### config.mk
export PLATFORM = sky130hd
export DESIGN_NAME = tpc_timer
export DESIGN_NICKNAME = d
export VERILOG_FILES = /design/src/tpc_sync.v /design/src/tpc_timer.v
export VERILOG_INCLUDE_DIRS = /design/src
export SDC_FILE = /design/constraint.sdc
export NUM_CORES = 1
export LEC_CHECK = 0
export BUFFER_PORTS_ARGS = -buffer_cell sky130_fd_sc_hd__buf_2
export CAP_MARGIN = 20
export CORE_UTILIZATION = 60
export CTS_CLUSTER_DIAMETER = 40
export DETAILED_ROUTE_END_ITERATION = 6
export PLACE_DENSITY_LB_ADDON = 0.1
export SYNTH_ARGS = -nofsm -noshare
export SYNTH_HDL_FRONTEND = slang
export SYNTH_SLANG_ARGS = --single-unit
### constraint.sdc
create_clock -name mclk -period 5.5 [get_ports mclk]
set_input_delay 0.275 -clock mclk [delete_from_list [all_inputs] [get_ports mclk]]
set_output_delay 0.275 -clock mclk [all_outputs]
set_load 0.02 [all_outputs]
### src/tpc_defs.vh
`ifndef TPC_DEFS_VH
`define TPC_DEFS_VH

// ==========================================
// Register byte offsets
`define TPC_OFF_CTRL 8'h00
`define TPC_OFF_STAT 8'h04
`define TPC_OFF_CNT 8'h08
`define TPC_OFF_MOD 8'h0C
`define TPC_OFF_CH_BASE 8'h10
`define TPC_OFF_CH_STRIDE 8'h08
`define TPC_OFF_CH_VAL 8'h04

// ==========================================
// Field positions
`define TPC_CTRL_CLKS_LO 0
`define TPC_CTRL_CLKS_HI 1
`define TPC_CTRL_CAS 2
`define TPC_STAT_OVF 0
`define TPC_STAT_CHF 8
`define TPC_CHC_ELS_LO 0
`define TPC_CHC_ELS_HI 1
`define TPC_CHC_MS_LO 2
`define TPC_CHC_MS_HI 3

// ==========================================
// Reset values
`define TPC_RST_CLKS 2'h0
`define TPC_RST_CAS 1'h0
`define TPC_RST_MOD 16'h0000
`define TPC_RST_CHC 4'h0
`define TPC_RST_CV 16'h0000

// ==========================================
// Count clock select codes
`define TPC_CLKS_NONE 2'h0
`define TPC_CLKS_BUS 2'h1
`define TPC_CLKS_FIXED 2'h2
`define TPC_CLKS_EXT 2'h3

// ==========================================
// Edge/level and mode codes
`define TPC_ELS_OFF 2'h0
`define TPC_ELS_TOGGLE 2'h1
`define TPC_ELS_CLEAR 2'h2
`define TPC_ELS_SET 2'h3
`define TPC_MS_CAPTURE 2'h0
`define TPC_MS_COMPARE 2'h1

// ==========================================
// Counter limits
`define TPC_CNT_ZERO 16'h0000
`define TPC_CNT_FULL 16'hFFFF

`endif

### src/tpc_sync.v
`timescale 1ns/1ns
// ==========================================
// Two-flop synchroniser with edge pulses
module tpc_sync #(
  parameter W = 1
) (
  input wire mclk,
  input wire rst,
  input wire [W-1:0] async_in,
  output wire [W-1:0] level,
  output wire [W-1:0] rise,
  output wire [W-1:0] fall
);
  reg [W-1:0] meta_q;
  reg [W-1:0] sync_q;
  reg [W-1:0] prev_q;

  // First stage feeds only the second stage
  always @(posedge mclk) begin
    if (rst) begin
      meta_q <= {W{1'b0}};
      sync_q <= {W{1'b0}};
      prev_q <= {W{1'b0}};
    end else begin
      meta_q <= async_in;
      sync_q <= meta_q;
      prev_q <= sync_q;
    end
  end

  // Edges seen on the settled copy only
  assign level = sync_q;
  assign rise = sync_q & ~prev_q;
  assign fall = ~sync_q & prev_q;
endmodule // tpc_sync

### src/tpc_timer.v
// Chosen here: the register offsets and the APB interface to the registers.
`timescale 1ns/1ns
`include "tpc_defs.vh"

module tpc_timer #(
  parameter NCH = 2
) (
  input wire mclk,
  input wire rst,
  input wire psel,
  input wire penable,
  input wire pwrite,
  input wire [7:0] paddr,
  input wire [31:0] pwdata,
  output reg [31:0] prdata_q,
  output reg pready_q,
  output reg pslverr_q,
  input wire fixed_clock_tick,
  input wire external_count_clock,
  input wire [NCH-1:0] channel_pin_in,
  output reg [NCH-1:0] channel_pin_out_q,
  output reg [NCH-1:0] channel_pin_oe_q,
  output reg [NCH-1:0] channel_pin_owned_q
);

  // ==========================================
  // Address helpers
  function ch_hit;
    input [7:0] a;
    input integer n;
    input integer off;
    begin
      ch_hit = (a == (`TPC_OFF_CH_BASE + `TPC_OFF_CH_STRIDE * n + off));
    end
  endfunction

  // ==========================================
  // State
  reg [1:0] clks_q;
  reg cas_q;
  reg [15:0] mod_q;
  reg [15:0] cnt_q;
  reg up_q;
  reg ovf_q;
  reg [3:0] chc_q [0:NCH-1];
  reg [15:0] cv_q [0:NCH-1];
  reg [NCH-1:0] chf_q;
  reg [NCH-1:0] lvl_q;

  wire ext_rise;
  wire [NCH-1:0] pin_lvl;
  wire [NCH-1:0] pin_rise;
  wire [NCH-1:0] pin_fall;

  // ==========================================
  // Synchronisers for pins
  tpc_sync #(.W(1)) u_ext_sync (
    .mclk(mclk),
    .rst(rst),
    .async_in(external_count_clock),
    .level(),
    .rise(ext_rise),
    .fall()
  );

  tpc_sync #(.W(NCH)) u_pin_sync (
    .mclk(mclk),
    .rst(rst),
    .async_in(channel_pin_in),
    .level(pin_lvl),
    .rise(pin_rise),
    .fall(pin_fall)
  );

  // ==========================================
  // Bus access decode
  wire acc = psel & penable & pready_q;
  wire wr = acc & pwrite;
  wire wr_ctrl = wr & (paddr == `TPC_OFF_CTRL);
  wire wr_stat = wr & (paddr == `TPC_OFF_STAT);
  wire wr_cnt = wr & (paddr == `TPC_OFF_CNT);
  wire wr_mod = wr & (paddr == `TPC_OFF_MOD);

  // ==========================================
  // Count clock choice
  reg tick;
  always @* begin
    case (clks_q)
      `TPC_CLKS_BUS: tick = 1'b1;
      `TPC_CLKS_FIXED: tick = fixed_clock_tick;
      `TPC_CLKS_EXT: tick = ext_rise;
      default: tick = 1'b0;
    endcase
  end

  // Up counting free runs when modulo is 0 or full
  wire mod_free = (mod_q == `TPC_CNT_ZERO) |
                  (mod_q == `TPC_CNT_FULL);
  wire edge_wrap = tick & ~cas_q &
                   ((~mod_free & (cnt_q == mod_q)) |
                    (cnt_q == `TPC_CNT_FULL));
  wire ctr_bottom = tick & cas_q & ~up_q &
                    (cnt_q == `TPC_CNT_ZERO);

  // ==========================================
  // Counter, up or up/down
  always @(posedge mclk) begin
    if (rst) begin
      cnt_q <= `TPC_CNT_ZERO;
      up_q <= 1'b1;
    end else if (wr_cnt) begin
      // Any write restarts, data ignored
      cnt_q <= `TPC_CNT_ZERO;
      up_q <= 1'b1;
    end else if (tick) begin
      if (!cas_q) begin
        up_q <= 1'b1;
        if (edge_wrap)
          cnt_q <= `TPC_CNT_ZERO;
        else
          cnt_q <= cnt_q + 16'h0001;
      end else if (mod_q == `TPC_CNT_ZERO) begin
        // Zero modulo would never turn round
        cnt_q <= `TPC_CNT_ZERO;
      end else if (up_q) begin
        if (cnt_q >= mod_q) begin
          up_q <= 1'b0;
          cnt_q <= cnt_q - 16'h0001;
        end else begin
          cnt_q <= cnt_q + 16'h0001;
        end
      end else begin
        if (cnt_q == `TPC_CNT_ZERO) begin
          up_q <= 1'b1;
          cnt_q <= cnt_q + 16'h0001;
        end else begin
          cnt_q <= cnt_q - 16'h0001;
        end
      end
    end
  end

  // ==========================================
  // Overflow flag, set beats clear
  always @(posedge mclk) begin
    if (rst)
      ovf_q <= 1'b0;
    else if (edge_wrap | ctr_bottom)
      ovf_q <= 1'b1;
    else if (wr_stat & pwdata[`TPC_STAT_OVF])
      ovf_q <= 1'b0;
  end

  // ==========================================
  // Timer control and modulo registers
  always @(posedge mclk) begin
    if (rst) begin
      clks_q <= `TPC_RST_CLKS;
      cas_q <= `TPC_RST_CAS;
      mod_q <= `TPC_RST_MOD;
    end else begin
      if (wr_ctrl) begin
        clks_q <= pwdata[`TPC_CTRL_CLKS_HI:`TPC_CTRL_CLKS_LO];
        cas_q <= pwdata[`TPC_CTRL_CAS];
      end
      if (wr_mod)
        mod_q <= pwdata[15:0];
    end
  end

  // ==========================================
  // Channels
  genvar g;
  generate
    for (g = 0; g < NCH; g = g + 1) begin : g_ch
      wire [1:0] els = chc_q[g][`TPC_CHC_ELS_HI:`TPC_CHC_ELS_LO];
      wire [1:0] ms = chc_q[g][`TPC_CHC_MS_HI:`TPC_CHC_MS_LO];
      wire els_on = (els != `TPC_ELS_OFF);
      wire clk_on = (clks_q != `TPC_CLKS_NONE);
      // Mode decode; centre select wins for all
      wire m_cap = ~cas_q & (ms == `TPC_MS_CAPTURE);
      wire m_oc = ~cas_q & (ms == `TPC_MS_COMPARE);
      wire m_ep = ~cas_q & ms[1];
      wire own = els_on & clk_on;
      wire match = tick & (cnt_q == cv_q[g]);
      wire wr_chc = wr & ch_hit(paddr, g, 0);
      wire wr_cv = wr & ch_hit(paddr, g, `TPC_OFF_CH_VAL);
      // Capture edge per edge/level code
      wire cap_edge = m_cap & own &
                      ((els[0] & pin_rise[g]) |
                       (els[1] & pin_fall[g]));

      // Channel control and value
      always @(posedge mclk) begin
        if (rst) begin
          chc_q[g] <= `TPC_RST_CHC;
          cv_q[g] <= `TPC_RST_CV;
        end else begin
          if (wr_chc)
            chc_q[g] <= pwdata[3:0];
          // Capture wins over a software write
          if (cap_edge)
            cv_q[g] <= cnt_q;
          else if (wr_cv)
            cv_q[g] <= pwdata[15:0];
        end
      end

      // Channel flag, set beats clear
      always @(posedge mclk) begin
        if (rst)
          chf_q[g] <= 1'b0;
        else if (cap_edge | (match & ~m_cap))
          chf_q[g] <= 1'b1;
        else if (wr_stat & pwdata[`TPC_STAT_CHF + g])
          chf_q[g] <= 1'b0;
      end

      // Output level per mode
      always @(posedge mclk) begin
        if (rst) begin
          lvl_q[g] <= 1'b0;
        end else if (!own || m_cap) begin
          // Track pin so toggle starts from it
          lvl_q[g] <= pin_lvl[g];
        end else if (cas_q) begin
          if (match) begin
            if (up_q)
              lvl_q[g] <= els[0];
            else
              lvl_q[g] <= ~els[0];
          end
        end else if (m_ep) begin
          if (edge_wrap)
            lvl_q[g] <= ~els[0];
          else if (match)
            lvl_q[g] <= els[0];
        end else if (m_oc & match) begin
          case (els)
            `TPC_ELS_TOGGLE: lvl_q[g] <= ~lvl_q[g];
            `TPC_ELS_CLEAR: lvl_q[g] <= 1'b0;
            default: lvl_q[g] <= 1'b1;
          endcase
        end
      end

      // Pin ownership and drive
      always @(posedge mclk) begin
        if (rst) begin
          channel_pin_owned_q[g] <= 1'b0;
          channel_pin_oe_q[g] <= 1'b0;
          channel_pin_out_q[g] <= 1'b0;
        end else begin
          channel_pin_owned_q[g] <= own;
          channel_pin_oe_q[g] <= own & ~m_cap;
          channel_pin_out_q[g] <= lvl_q[g];
        end
      end
    end
  endgenerate

  // ==========================================
  // Read mux
  reg [31:0] rd;
  reg hit;
  integer i;
  always @* begin
    rd = 32'h00000000;
    hit = 1'b0;
    if (paddr == `TPC_OFF_CTRL) begin
      hit = 1'b1;
      rd[`TPC_CTRL_CLKS_HI:`TPC_CTRL_CLKS_LO] = clks_q;
      rd[`TPC_CTRL_CAS] = cas_q;
    end else if (paddr == `TPC_OFF_STAT) begin
      hit = 1'b1;
      rd[`TPC_STAT_OVF] = ovf_q;
      rd[`TPC_STAT_CHF + NCH - 1:`TPC_STAT_CHF] = chf_q;
    end else if (paddr == `TPC_OFF_CNT) begin
      hit = 1'b1;
      rd[15:0] = cnt_q;
    end else if (paddr == `TPC_OFF_MOD) begin
      hit = 1'b1;
      rd[15:0] = mod_q;
    end else begin
      for (i = 0; i < NCH; i = i + 1) begin
        if (ch_hit(paddr, i, 0)) begin
          hit = 1'b1;
          rd[3:0] = chc_q[i];
        end
        if (ch_hit(paddr, i, `TPC_OFF_CH_VAL)) begin
          hit = 1'b1;
          rd[15:0] = cv_q[i];
        end
      end
    end
  end

  // ==========================================
  // APB answer, one wait state
  // Registered answer keeps every output on a flop
  always @(posedge mclk) begin
    if (rst) begin
      pready_q <= 1'b0;
      pslverr_q <= 1'b0;
      prdata_q <= 32'h00000000;
    end else begin
      pready_q <= psel & penable & ~pready_q;
      if (psel & penable & ~pready_q) begin
        pslverr_q <= ~hit;
        prdata_q <= pwrite ? 32'h00000000 : rd;
      end else begin
        pslverr_q <= 1'b0;
      end
    end
  end

endmodule // tpc_timer

==> impl_metrics.json, run 1 <==
{
  "status": "finished with violations",
  "violations": "DRC",
  "diodes": 0,
  "yosysWarnings": 0,
  "drc": 5,
  "crit_path_end_kind": "flip-flop",
  "synthFlopType": "dfxtp_1",
  "finalCritPeriodShare": 0.580,
  "grt_pass1_vias": 5919,
  "yosys-top-cells-count": "dfxtp_1 (74), nand2_1 (71), nor2_1 (65)",
  "rsz0062_at_grt": "false",
  "seq_area_frac_synth": 0.371,
  "grt_antenna_before_repair": 0,
  "globalplace.congestion": 0.904,
  "multi_input_area_um2": 4090,
  "period_minus_slack_ns": 3.19,
  "ys_seq_elements": 114,
  "path_class": "reg2reg",
  "fmax_mhz": 313,
  "synth_edf_count": 40,
  "syn2layout_area_growth_pct": 10.7,
  "syn_area_um2": 7230,
  "cts_setup_buffers": 0,
  "grt_pass1_wl_um": 32300,
  "place_hpwl_um": 14200,
  "rr_worst_depth": 8,
  "swShare": 0.239,
  "p_seq_frac": 0.411,
  "cts_tree": "built",
  "clkLatencyLatePin_ns": 0.43,
  "cp-endpoint": "lvl_q[1]$_SDFFE_PP0P_",
  "track_usage": 0.339,
  "reg2reg_slack_ns": 2.31,
  "p_switching_mw": 0.526,
  "cap_violations": 0,
  "layout.nets": 895,
  "synth_cells": 810,
  "core-area_um2": 11600,
  "ys_async_sr_fraction": 0,
  "htree_levels": 4,
  "vias": 6482,
  "cts_made_buffers": 17,
  "die-area_um2": 12500,
  "start_util": 0.626,
  "ir_drop_uv": 256,
  "cts_hold_buf": 0,
  "grt_max_degree": 36,
  "wl_per_cell_um": 20.9,
  "final.setup.tns_ns": 0,
  "avgSynthCellArea_um2": 8.93,
  "layout_setup_ws_ns": 2.31,
  "drtIter0Drc": 811,
  "crit_start": "cnt_q[0]$_SDFFE_PP0N_",
  "viasPerCell": 6.59,
  "worst_slew_pin_slew_ns": 1.09,
  "power.share.clock": 0.513,
  "synth_area_leader_cell": "dfxtp_1",
  "setup_viol": 0,
  "cp_data_required_time_ns": 5.81,
  "whs_ns": 0.0632,
  "postCtsResizedCells": 0,
  "numClockSinks": 114,
  "intPower_mw": 1.68,
  "relSlewSlack": 0.270,
  "overflow": 0,
  "p_leak_nw": 3.10,
  "hold_viol": 0,
  "numPortBuffers": 56,
  "hold_path_class": "in2reg",
  "fp-row-count": 39,
  "reg2reg_to": "lvl_q[1]$_SDFFE_PP0P_",
  "cp.arrival_ns": 3.50,
  "clk_path_buf_depth": 2,
  "ant_nets": 0,
  "yosysTopAreaCellShare": 0.205,
  "postRouteWirelength_um": 20500,
  "comb_power_share": 0.076,
  "fin_skew_ns": 0.00615,
  "fill_cells": 912,
  "ctsRootBufferMaster": "clkbuf_16",
  "pre_cts_ws_ns": 2.40,
  "synth.most_common_cell": "dfxtp_1",
  "powerDensity_nw_per_um2": 275,
  "pin_count": 89,
  "drive_gt1_frac": 0.179,
  "critPathMaxFanout": 13,
  "die_x_um": 112,
  "regArea_um2": 2680,
  "critPathLaunchType": "flip-flop",
  "timing.rr.start": "cnt_q[0]$_SDFFE_PP0N_",
  "synth.distinct_cells": 81,
  "clkTransAtPathRegs_ns": 0.06,
  "dr.pass1.iters": 7,
  "die_y_um": 112,
  "min_from": "channel_pin_in[0]",
  "yosys-top-cells-area": "dfxtp_1 (20%), edfxtp_1 (17%), a21oi_1 (4.1%)",
  "drv_slew": 0
}
-- sequential cells by signal, summed over array words and instances, names as in the netlist, 2 cells and up --
| register | count |
|---|---|
| cnt_q | 16 |
| channel_pin_owned_q | 2 |
| u_pin_sync.prev_q | 2 |
| cv_q | 32 |
| chf_q | 2 |
| lvl_q | 2 |
| channel_pin_out_q | 2 |
| prdata_q | 16 |
| chc_q | 8 |
| mod_q | 16 |
| u_pin_sync.level | 2 |
| clks_q | 2 |
| channel_pin_oe_q | 2 |
| u_pin_sync.meta_q | 2 |
-- final cells by class --
type,instances,share of cell area
multi-input combinational,604,0.511
sequential,114,0.335
clock buffer,20,0.0611
timing repair buffer,65,0.0434
tap,143,0.0223
clock inverter,12,0.0156
inverter,25,0.0117
-- power groups by stage --
| stage | sequential, mW | clock, mW | combinational [mW] |
|---|---|---|---|
| finish | 0.905 | 1.13 | 0.168 |
| CTS | 0.904 | 1.14 | 0.166 |
| detailed placement | 0.922 | 0 | 0.164 |
| floorplan | 0.913 | 0 | 0.129 |
| global route | 0.906 | 1.17 | 0.181 |
| global placement | 0.921 | 0 | 0.161 |
-- per-stage QoR --
stage	power, mW	instances	util	cell area (µm²)
after global placement	1.08	951	0.639	7390
final	2.20	983	0.693	8010
after detailed placement	1.09	951	0.639	7390
after CTS	2.21	983	0.693	8010
after global routing	2.26	983	0.693	8010
after floorplan	1.04	825	-	7290
-- how the worst min path moves through the flow --
stage / endpoint / depth (start not counted)
4_1_cts: u_pin_sync.meta_q[0]$_SDFF_PP0_ / 2
3_3_place_gp: u_pin_sync.level[1]$_SDFF_PP0_ / 1
5_1_grt: u_ext_sync.meta_q$_SDFF_PP0_ / 2
2_1_floorplan: u_ext_sync.meta_q$_SDFF_PP0_ / 1
3_5_place_dp: u_pin_sync.level[1]$_SDFF_PP0_ / 1
6_report: u_pin_sync.meta_q[0]$_SDFF_PP0_ / 2
-- critical path, stage by stage (launching register included) --
cell	delay [ns]
dfxtp_1	0.68
ha_1	0.34
nand3_1	0.26
nor4_4	0.48
and3_1	0.48
or2_4	0.24
a31oi_4	0.09
a311oi_1	0.40
o31ai_2	0.08
-- kinds of logic after synthesis --
logic type | after synthesis | synth area share
compound gates | 201 | 0.196
xor+xnor | 45 | 0.0545
fa+ha+maj | 19 | 0.0329
buf+inv | 107 | 0.0721
flops | 114 | 0.371
mux | 28 | 0.0479
other cells | 1 | 0.000518
simple gates | 295 | 0.226
-- cells in the final DEF (no fill, tap or decap), types with 4 or more instances in the layout --
master / count
a21o_1: 5
a21oi_1: 59
a221oi_1: 4
a22o_1: 32
a22oi_1: 16
a2bb2oi_1: 12
a31oi_1: 8
and2_1: 10
and3_1: 6
buf_2: 56
buf_4: 9
clkbuf_16: 19
clkinv_2: 4
conb_1: 16
dfxtp_1: 74
edfxtp_1: 40
ha_1: 19
inv_1: 24
mux2_2: 13
mux2i_1: 11
mux4_2: 4
nand2_1: 71
nand2b_1: 10
nand3_1: 22
nand4_1: 20
nor2_1: 65
nor2b_1: 17
nor3_1: 15
nor4_1: 17
nor4_4: 4
o21a_1: 4
o21ai_0: 12
o21ai_1: 10
o22ai_1: 6
or3_1: 6
xnor2_1: 16
xor2_1: 29
-- metal layers --
metal	up-vias	global-route usage	wire, µm
li1	2957	-	-
met1	3097	0.456	8460
met2	364	0.536	9550
met3	64	0.0599	1780
met4	0	0.149	735
met5	-	0	0
(Power assumes the default switching activity.)
==> run 2: changes to the inputs <==
--- a/config.mk
+++ b/config.mk
@@ -6,9 +6,10 @@
 export SDC_FILE = /design/constraint.sdc
 export NUM_CORES = 1
 export LEC_CHECK = 0
+export ABC_AREA = 1
 export BUFFER_PORTS_ARGS = -buffer_cell sky130_fd_sc_hd__buf_2
 export CAP_MARGIN = 20
-export CORE_UTILIZATION = 60
+export CORE_UTILIZATION = 53
 export CTS_CLUSTER_DIAMETER = 40
 export DETAILED_ROUTE_END_ITERATION = 6
 export PLACE_DENSITY_LB_ADDON = 0.1
==> constraint.sdc (replaced) <==
create_clock -name mclk -period 2.9 [get_ports mclk]
set_input_delay 0.145 -clock mclk [delete_from_list [all_inputs] [get_ports mclk]]
set_output_delay 0.145 -clock mclk [all_outputs]
set_load 0.02 [all_outputs]
==> run 2 against run 1 <==
Compared with the run above:
- the run now ends clean
- clock skew is 0.0041 ns higher
- critical path depth is 7 higher
- power is 78% higher
- critical path type unchanged
==> impl_metrics.json, run 2 <==
{
  "status": "finished, final reports clean",
  "globalplace.congestion": 1.04,
  "hold_path_class": "in2reg",
  "cp.arrival_ns": 2.75,
  "grt_pass1_wl_um": 35700,
  "viasPerCell": 5.82,
  "pin_count": 89,
  "setup_viol": 0,
  "p_leak_nw": 3.56,
  "start_util": 0.544,
  "regMostFlops": "cv_q",
  "place_hpwl_um": 17300,
  "core-area_um2": 13200,
  "wl_per_cell_um": 19.0,
  "synth.distinct_cells": 49,
  "largest_reg_flops": 32,
  "numPortBuffers": 56,
  "hold_viol": 0,
  "synth_area_leader_cell": "dfxtp_1",
  "yosys-top-cells-count": "nand2_1 (167), nor2_1 (117), inv_1 (100)",
  "dpl_cell_area_um2": 7600,
  "crit_path_end_kind": "flip-flop",
  "numClockSinks": 114,
  "ys_seq_elements": 114,
  "cts_made_buffers": 17,
  "yosysWarnings": 0,
  "ant_nets": 0,
  "fill_cells": 1260,
  "final.setup.tns_ns": 0,
  "avgSynthCellArea_um2": 7.52,
  "htree_levels": 4,
  "track_usage": 0.339,
  "dp_cells": 1179,
  "die-area_um2": 14100,
  "layout_common_cells": "nand2_1 (167), nor2_1 (117), inv_1 (100), a21oi_1 (82), dfxtp_1 (74)",
  "synthFlopType": "dfxtp_1",
  "rsz0062_at_grt": "false",
  "finalCritPeriodShare": 0.845,
  "regArea_um2": 2680,
  "layout_setup_ws_ns": 0.449,
  "drc": 0,
  "multi_input_area_um2": 3760,
  "ir_drop_uv": 352,
  "seq_area_frac_synth": 0.372,
  "fin_cells": 1217,
  "syn_area_um2": 7210,
  "grt_max_degree": 33,
  "synth.most_common_cell": "nand2_1",
  "die_x_um": 119,
  "cts_tree": "built",
  "postCtsResizedCells": 0,
  "syn2layout_area_growth_pct": 14.1,
  "synth_edf_count": 40,
  "overflow": 0,
  "grt_antenna_before_repair": 0,
  "cp_data_required_time_ns": 3.20,
  "synth_cells": 959,
  "drive_gt1_frac": 0.163,
  "final_common_cell": "nand2_1",
  "die_y_um": 119,
  "vias": 7084,
  "postRouteWirelength_um": 23200,
  "clk_path_buf_depth": 2,
  "fp-row-count": 42,
  "layout.nets": 1096,
  "cap_violations": 0,
  "ys_async_sr_fraction": 0,
  "yosys-top-cells-area": "dfxtp_1 (21%), edfxtp_1 (17%), nand2_1 (8.7%)",
  "total_power_mw": 3.93,
  "period_minus_slack_ns": 2.45,
  "fmax_mhz": 408,
  "path_class": "reg2reg",
  "critPathLaunchType": "flip-flop",
  "ctsRootBufferMaster": "clkbuf_16",
  "worst_slew_pin_slew_ns": 0.691,
  "pre_cts_ws_ns": 0.526,
  "drv_slew": 0,
  "relSlewSlack": 0.538,
  "yosysTopAreaCellShare": 0.205,
  "fin_area_um2": 8230,
  "diodes": 0,
  "critPathMaxFanout": 27,
  "grt_pass1_vias": 6133,
  "clkLatencyLatePin_ns": 0.43,
  "clkTransAtPathRegs_ns": 0.06,
  "dr.pass1.iters": 6,
  "powerDensity_nw_per_um2": 478,
  "drtIter0Drc": 963,
  "fin_skew_ns": 0.0102
}
[run 2: cell types whose count changed after synthesis, moves of 25 or more]
cell	delta
a22o_1	-32
clkbuf_1	-26
inv_1	+76
nand2_1	+96
nand3_1	+25
nor2_1	+52
o21ai_0	+27
o22ai_1	+32
[run 2: logic make-up (layout without fill, tap and decap cells)]
group                      after synthesis  count (layout)  synth area share
DFF                                    114             114             0.372
and+or+nand+nor                        384             384             0.238
other                                    1              16          0.000520
AOI/OAI and AO/OA                      221             221             0.184
adders and majority gates               19              19            0.0330
xor gates and xnor gates                48              48            0.0583
buffers and inverters                  172             239             0.114
[run 2: worst paths after layout]
path | startpoint | end | slack (ns) | cells after the start
min | pwdata[7] | mod_q[7]$_SDFFE_PP0P_ | 0.009 | 3
max reg2reg | cnt_q[0]$_SDFFE_PP0N_ | cnt_q[13]$_SDFFE_PP0N_ | 0.45 | 15
max | cnt_q[0]$_SDFFE_PP0N_ | cnt_q[13]$_SDFFE_PP0N_ | 0.45 | 15
min reg2reg | u_pin_sync.meta_q[0]$_SDFF_PP0_ | u_pin_sync.level[0]$_SDFF_PP0_ | 0.40 | 2
[run 2: cell type report]
type	instances	area share
clock inverters	12	0.0128
flip-flops and latches	114	0.326
repair buffers	90	0.0669
well taps	176	0.0268
clock buffers	20	0.0569
inverters	117	0.0537
multi-input cells	688	0.457
[run 2: report_power, final]
group,switching (mW),internal (mW)
Clock,0.804,1.25
Sequential,0.0185,1.68
Combinational,0.127,0.0549
Total,0.950,2.98
[run 2: through the flow]
stage | hold WS, ns | utilization
after floorplan | 0.252 | -
after global routing | 0.0351 | 0.621
after CTS | 0.0125 | 0.621
after detailed placement | 0.355 | 0.574
after global placement | 0.346 | 0.574
final | 0.00917 | 0.621
[run 2: worst max-delay path, cell delays in order, from the launching register on]
cell and delay [ns]:
dfxtp_1 0.57, clkinv_1 0.17, ha_1 0.30, nand2_1 0.05
nor2_1 0.14, nor2_1 0.07, nand2_1 0.07, nand2_1 0.05
nand2_1 0.06, nand2_1 0.05, nand2_1 0.20, nand2_4 0.23
nand3_1 0.14, nand2_1 0.06, a21oi_1 0.12, nor2_1 0.05
[run 2: repair_timing]
item,in CTS,in global routing
hold buffers,6,0
setup buffers,0,0
endpoints found under the hold margin,6,0
[run 2: per-layer routing]
layer  vias up  part of all wire  GRT usage
li1       3328                 -          -
met1      3235              0.44      0.512
met2       459              0.40      0.462
met3        62              0.13     0.0652
met4         0             0.032      0.146
met5         -                 0          0
==> run 3: changes to the inputs <==
--- a/config.mk
+++ b/config.mk
@@ -9,7 +9,7 @@
 export ABC_AREA = 1
 export BUFFER_PORTS_ARGS = -buffer_cell sky130_fd_sc_hd__buf_2
 export CAP_MARGIN = 20
-export CORE_UTILIZATION = 53
+export CORE_UTILIZATION = 59
 export CTS_CLUSTER_DIAMETER = 40
 export DETAILED_ROUTE_END_ITERATION = 6
 export PLACE_DENSITY_LB_ADDON = 0.1
==> constraint.sdc (replaced) <==
create_clock -name mclk -period 2.52 [get_ports mclk]
set_input_delay 0.126 -clock mclk [delete_from_list [all_inputs] [get_ports mclk]]
set_output_delay 0.126 -clock mclk [all_outputs]
set_load 0.02 [all_outputs]
==> run 3 against run 2 <==
Compared with the run above:
- core utilization increased by 7.4 points
- count of clock-buffer cells in the layout decreased by 3
- routed wire length decreased by 0.40%
- fmax increased by 9.0%
- register-to-register slack got worse by 0.18 ns
- largest power group unchanged
- setup slack got worse by 0.18 ns
- combinational power increased by 19%
- the run now ends with DRC, hold timing left
- sequential share of layout area decreased by 0.36 points
- clock skew decreased by 0.0021 ns
==> impl_metrics.json, run 3 (same netlist as run 2, synthesis figures left out) <==
{
  "hold_path_class": "in2reg",
  "whs_ns": -0.00303,
  "p_leak_nw": 3.64,
  "regMostFlops": "cv_q",
  "relSlewSlack": 0.590,
  "cts_tree": "built",
  "cap_violations": 0,
  "die_y_um": 113,
  "postRouteWirelength_um": 23100,
  "numPortBuffers": 56,
  "final_common_cell": "nand2_1",
  "fmax_mhz": 444,
  "drc": 8,
  "clkLatencyLatePin_ns": 0.43,
  "rsz0062_at_grt": "false",
  "viasPerCell": 5.90,
  "crit_path_end_kind": "flip-flop",
  "critPathMaxFanout": 27,
  "reg2reg_slack_ns": 0.27,
  "syn2layout_area_growth_pct": 15.4,
  "die-area_um2": 12700,
  "cp.arrival_ns": 2.55,
  "clk_path_buf_depth": 2,
  "layout_setup_ws_ns": 0.270,
  "hold_viol": 1,
  "grt_pass1_wl_um": 35100,
  "worst_slew_pin_slew_ns": 0.614,
  "fin_cells": 1202,
  "overflow": 0,
  "final.setup.tns_ns": 0,
  "finish.utilization": 0.696,
  "place_hpwl_um": 17400,
  "grt_max_degree": 33,
  "core-area_um2": 12000,
  "track_usage": 0.378,
  "ctsRootBufferMaster": "clkbuf_16",
  "drtIter0Drc": 957,
  "ant_nets": 0,
  "path_class": "reg2reg",
  "drive_gt1_frac": 0.173,
  "grt_antenna_before_repair": 0,
  "layout_common_cells": "nand2_1 (166), nor2_1 (117), inv_1 (100), a21oi_1 (82), dfxtp_1 (74)",
  "period_minus_slack_ns": 2.25,
  "layout.nets": 1110,
  "total_power_mw": 4.54,
  "pre_cts_ws_ns": 0.235,
  "critPathLaunchType": "flip-flop",
  "wl_per_cell_um": 19.2,
  "dr.pass1.iters": 7,
  "finalCritPeriodShare": 0.893,
  "htree_levels": 4,
  "die_x_um": 113,
  "violations": "DRC, hold timing",
  "cts_made_buffers": 17,
  "ir_drop_uv": 490,
  "dp_cells": 1159,
  "start_util": 0.603,
  "status": "finished with violations",
  "grt_pass1_vias": 6193,
  "fin_area_um2": 8320,
  "fin_skew_ns": 0.00811,
  "vias": 7093,
  "pin_count": 89,
  "largest_reg_flops": 32,
  "globalplace.congestion": 1.08,
  "setup_viol": 0,
  "drv_slew": 0,
  "dpl_cell_area_um2": 7630,
  "fp-row-count": 40,
  "cp_data_required_time_ns": 2.82,
  "powerDensity_nw_per_um2": 545,
  "clkTransAtPathRegs_ns": 0.06,
  "numClockSinks": 114,
  "diodes": 0
}
[run 3: cell types whose count changed in the layout (fill, tap and decap cells not counted), moves of 2 or more]
cell and delta:
buf_4 +9, clkinv_4 +2, clkinvlp_4 -2, dlygate4sd3_1 +5, inv_6 +3, inv_8 +2
[run 3: final timing paths]
kind | startpoint | to | cells after the start
setup / recovery | mod_q[3]$_SDFFE_PP0P_ | cnt_q[13]$_SDFFE_PP0N_ | 15
hold / removal | pwdata[7] | mod_q[7]$_SDFFE_PP0P_ | 3
setup reg to reg | mod_q[3]$_SDFFE_PP0P_ | cnt_q[13]$_SDFFE_PP0N_ | 15
hold reg to reg | u_ext_sync.meta_q$_SDFF_PP0_ | u_ext_sync.level$_SDFF_PP0_ | 2
[run 3: report_power, final]
group | internal, mW | switching [mW] | leakage, nW | total [mW]
Sequential | 1.93 | 0.0217 | 1.01 | 1.95
Clock | 1.38 | 0.988 | 0.279 | 2.37
Combinational | 0.0683 | 0.148 | 2.35 | 0.217
[run 3: area by class of cell]
cell class / count / area [µm²]
clock buffers: 17 / 425
multi-input cells: 688 / 3770
well taps: 147 / 184
clock inverters: 15 / 148
flip-flops and latches: 114 / 2680
repair buffers: 104 / 668
inverters: 117 / 442
fillers: 1055 / 3640
[run 3: what timing repair did]
action,CTS,global route
buffers inserted,0,0
endpoints found under the hold margin,11,0
hold buffers,11,0
resized for setup,0,2
endpoints found under the setup margin,0,4
[run 3: worst max-delay path, stage by stage (launching register included)]
cell and delay, ns:
dfxtp_1 0.39, inv_1 0.15, ha_1 0.32, nand2_1 0.07
nor2_1 0.18, nor2_1 0.07, nand2_1 0.07, nand2_1 0.05
nand2_1 0.08, nand2_1 0.06, nand2_2 0.16, nand2_8 0.17
nand3_1 0.11, nand2_1 0.05, a21oi_1 0.13, nor2_1 0.06
[run 3: routing by layer]
metal / track usage / up-vias / routed length, µm
met3: 0.128 / 43 / 2870
li1: - / 3374 / -
met1: 0.530 / 3239 / 9970
met5: 0 / - / 0
met2: 0.541 / 437 / 9630
met4: 0.132 / 0 / 612
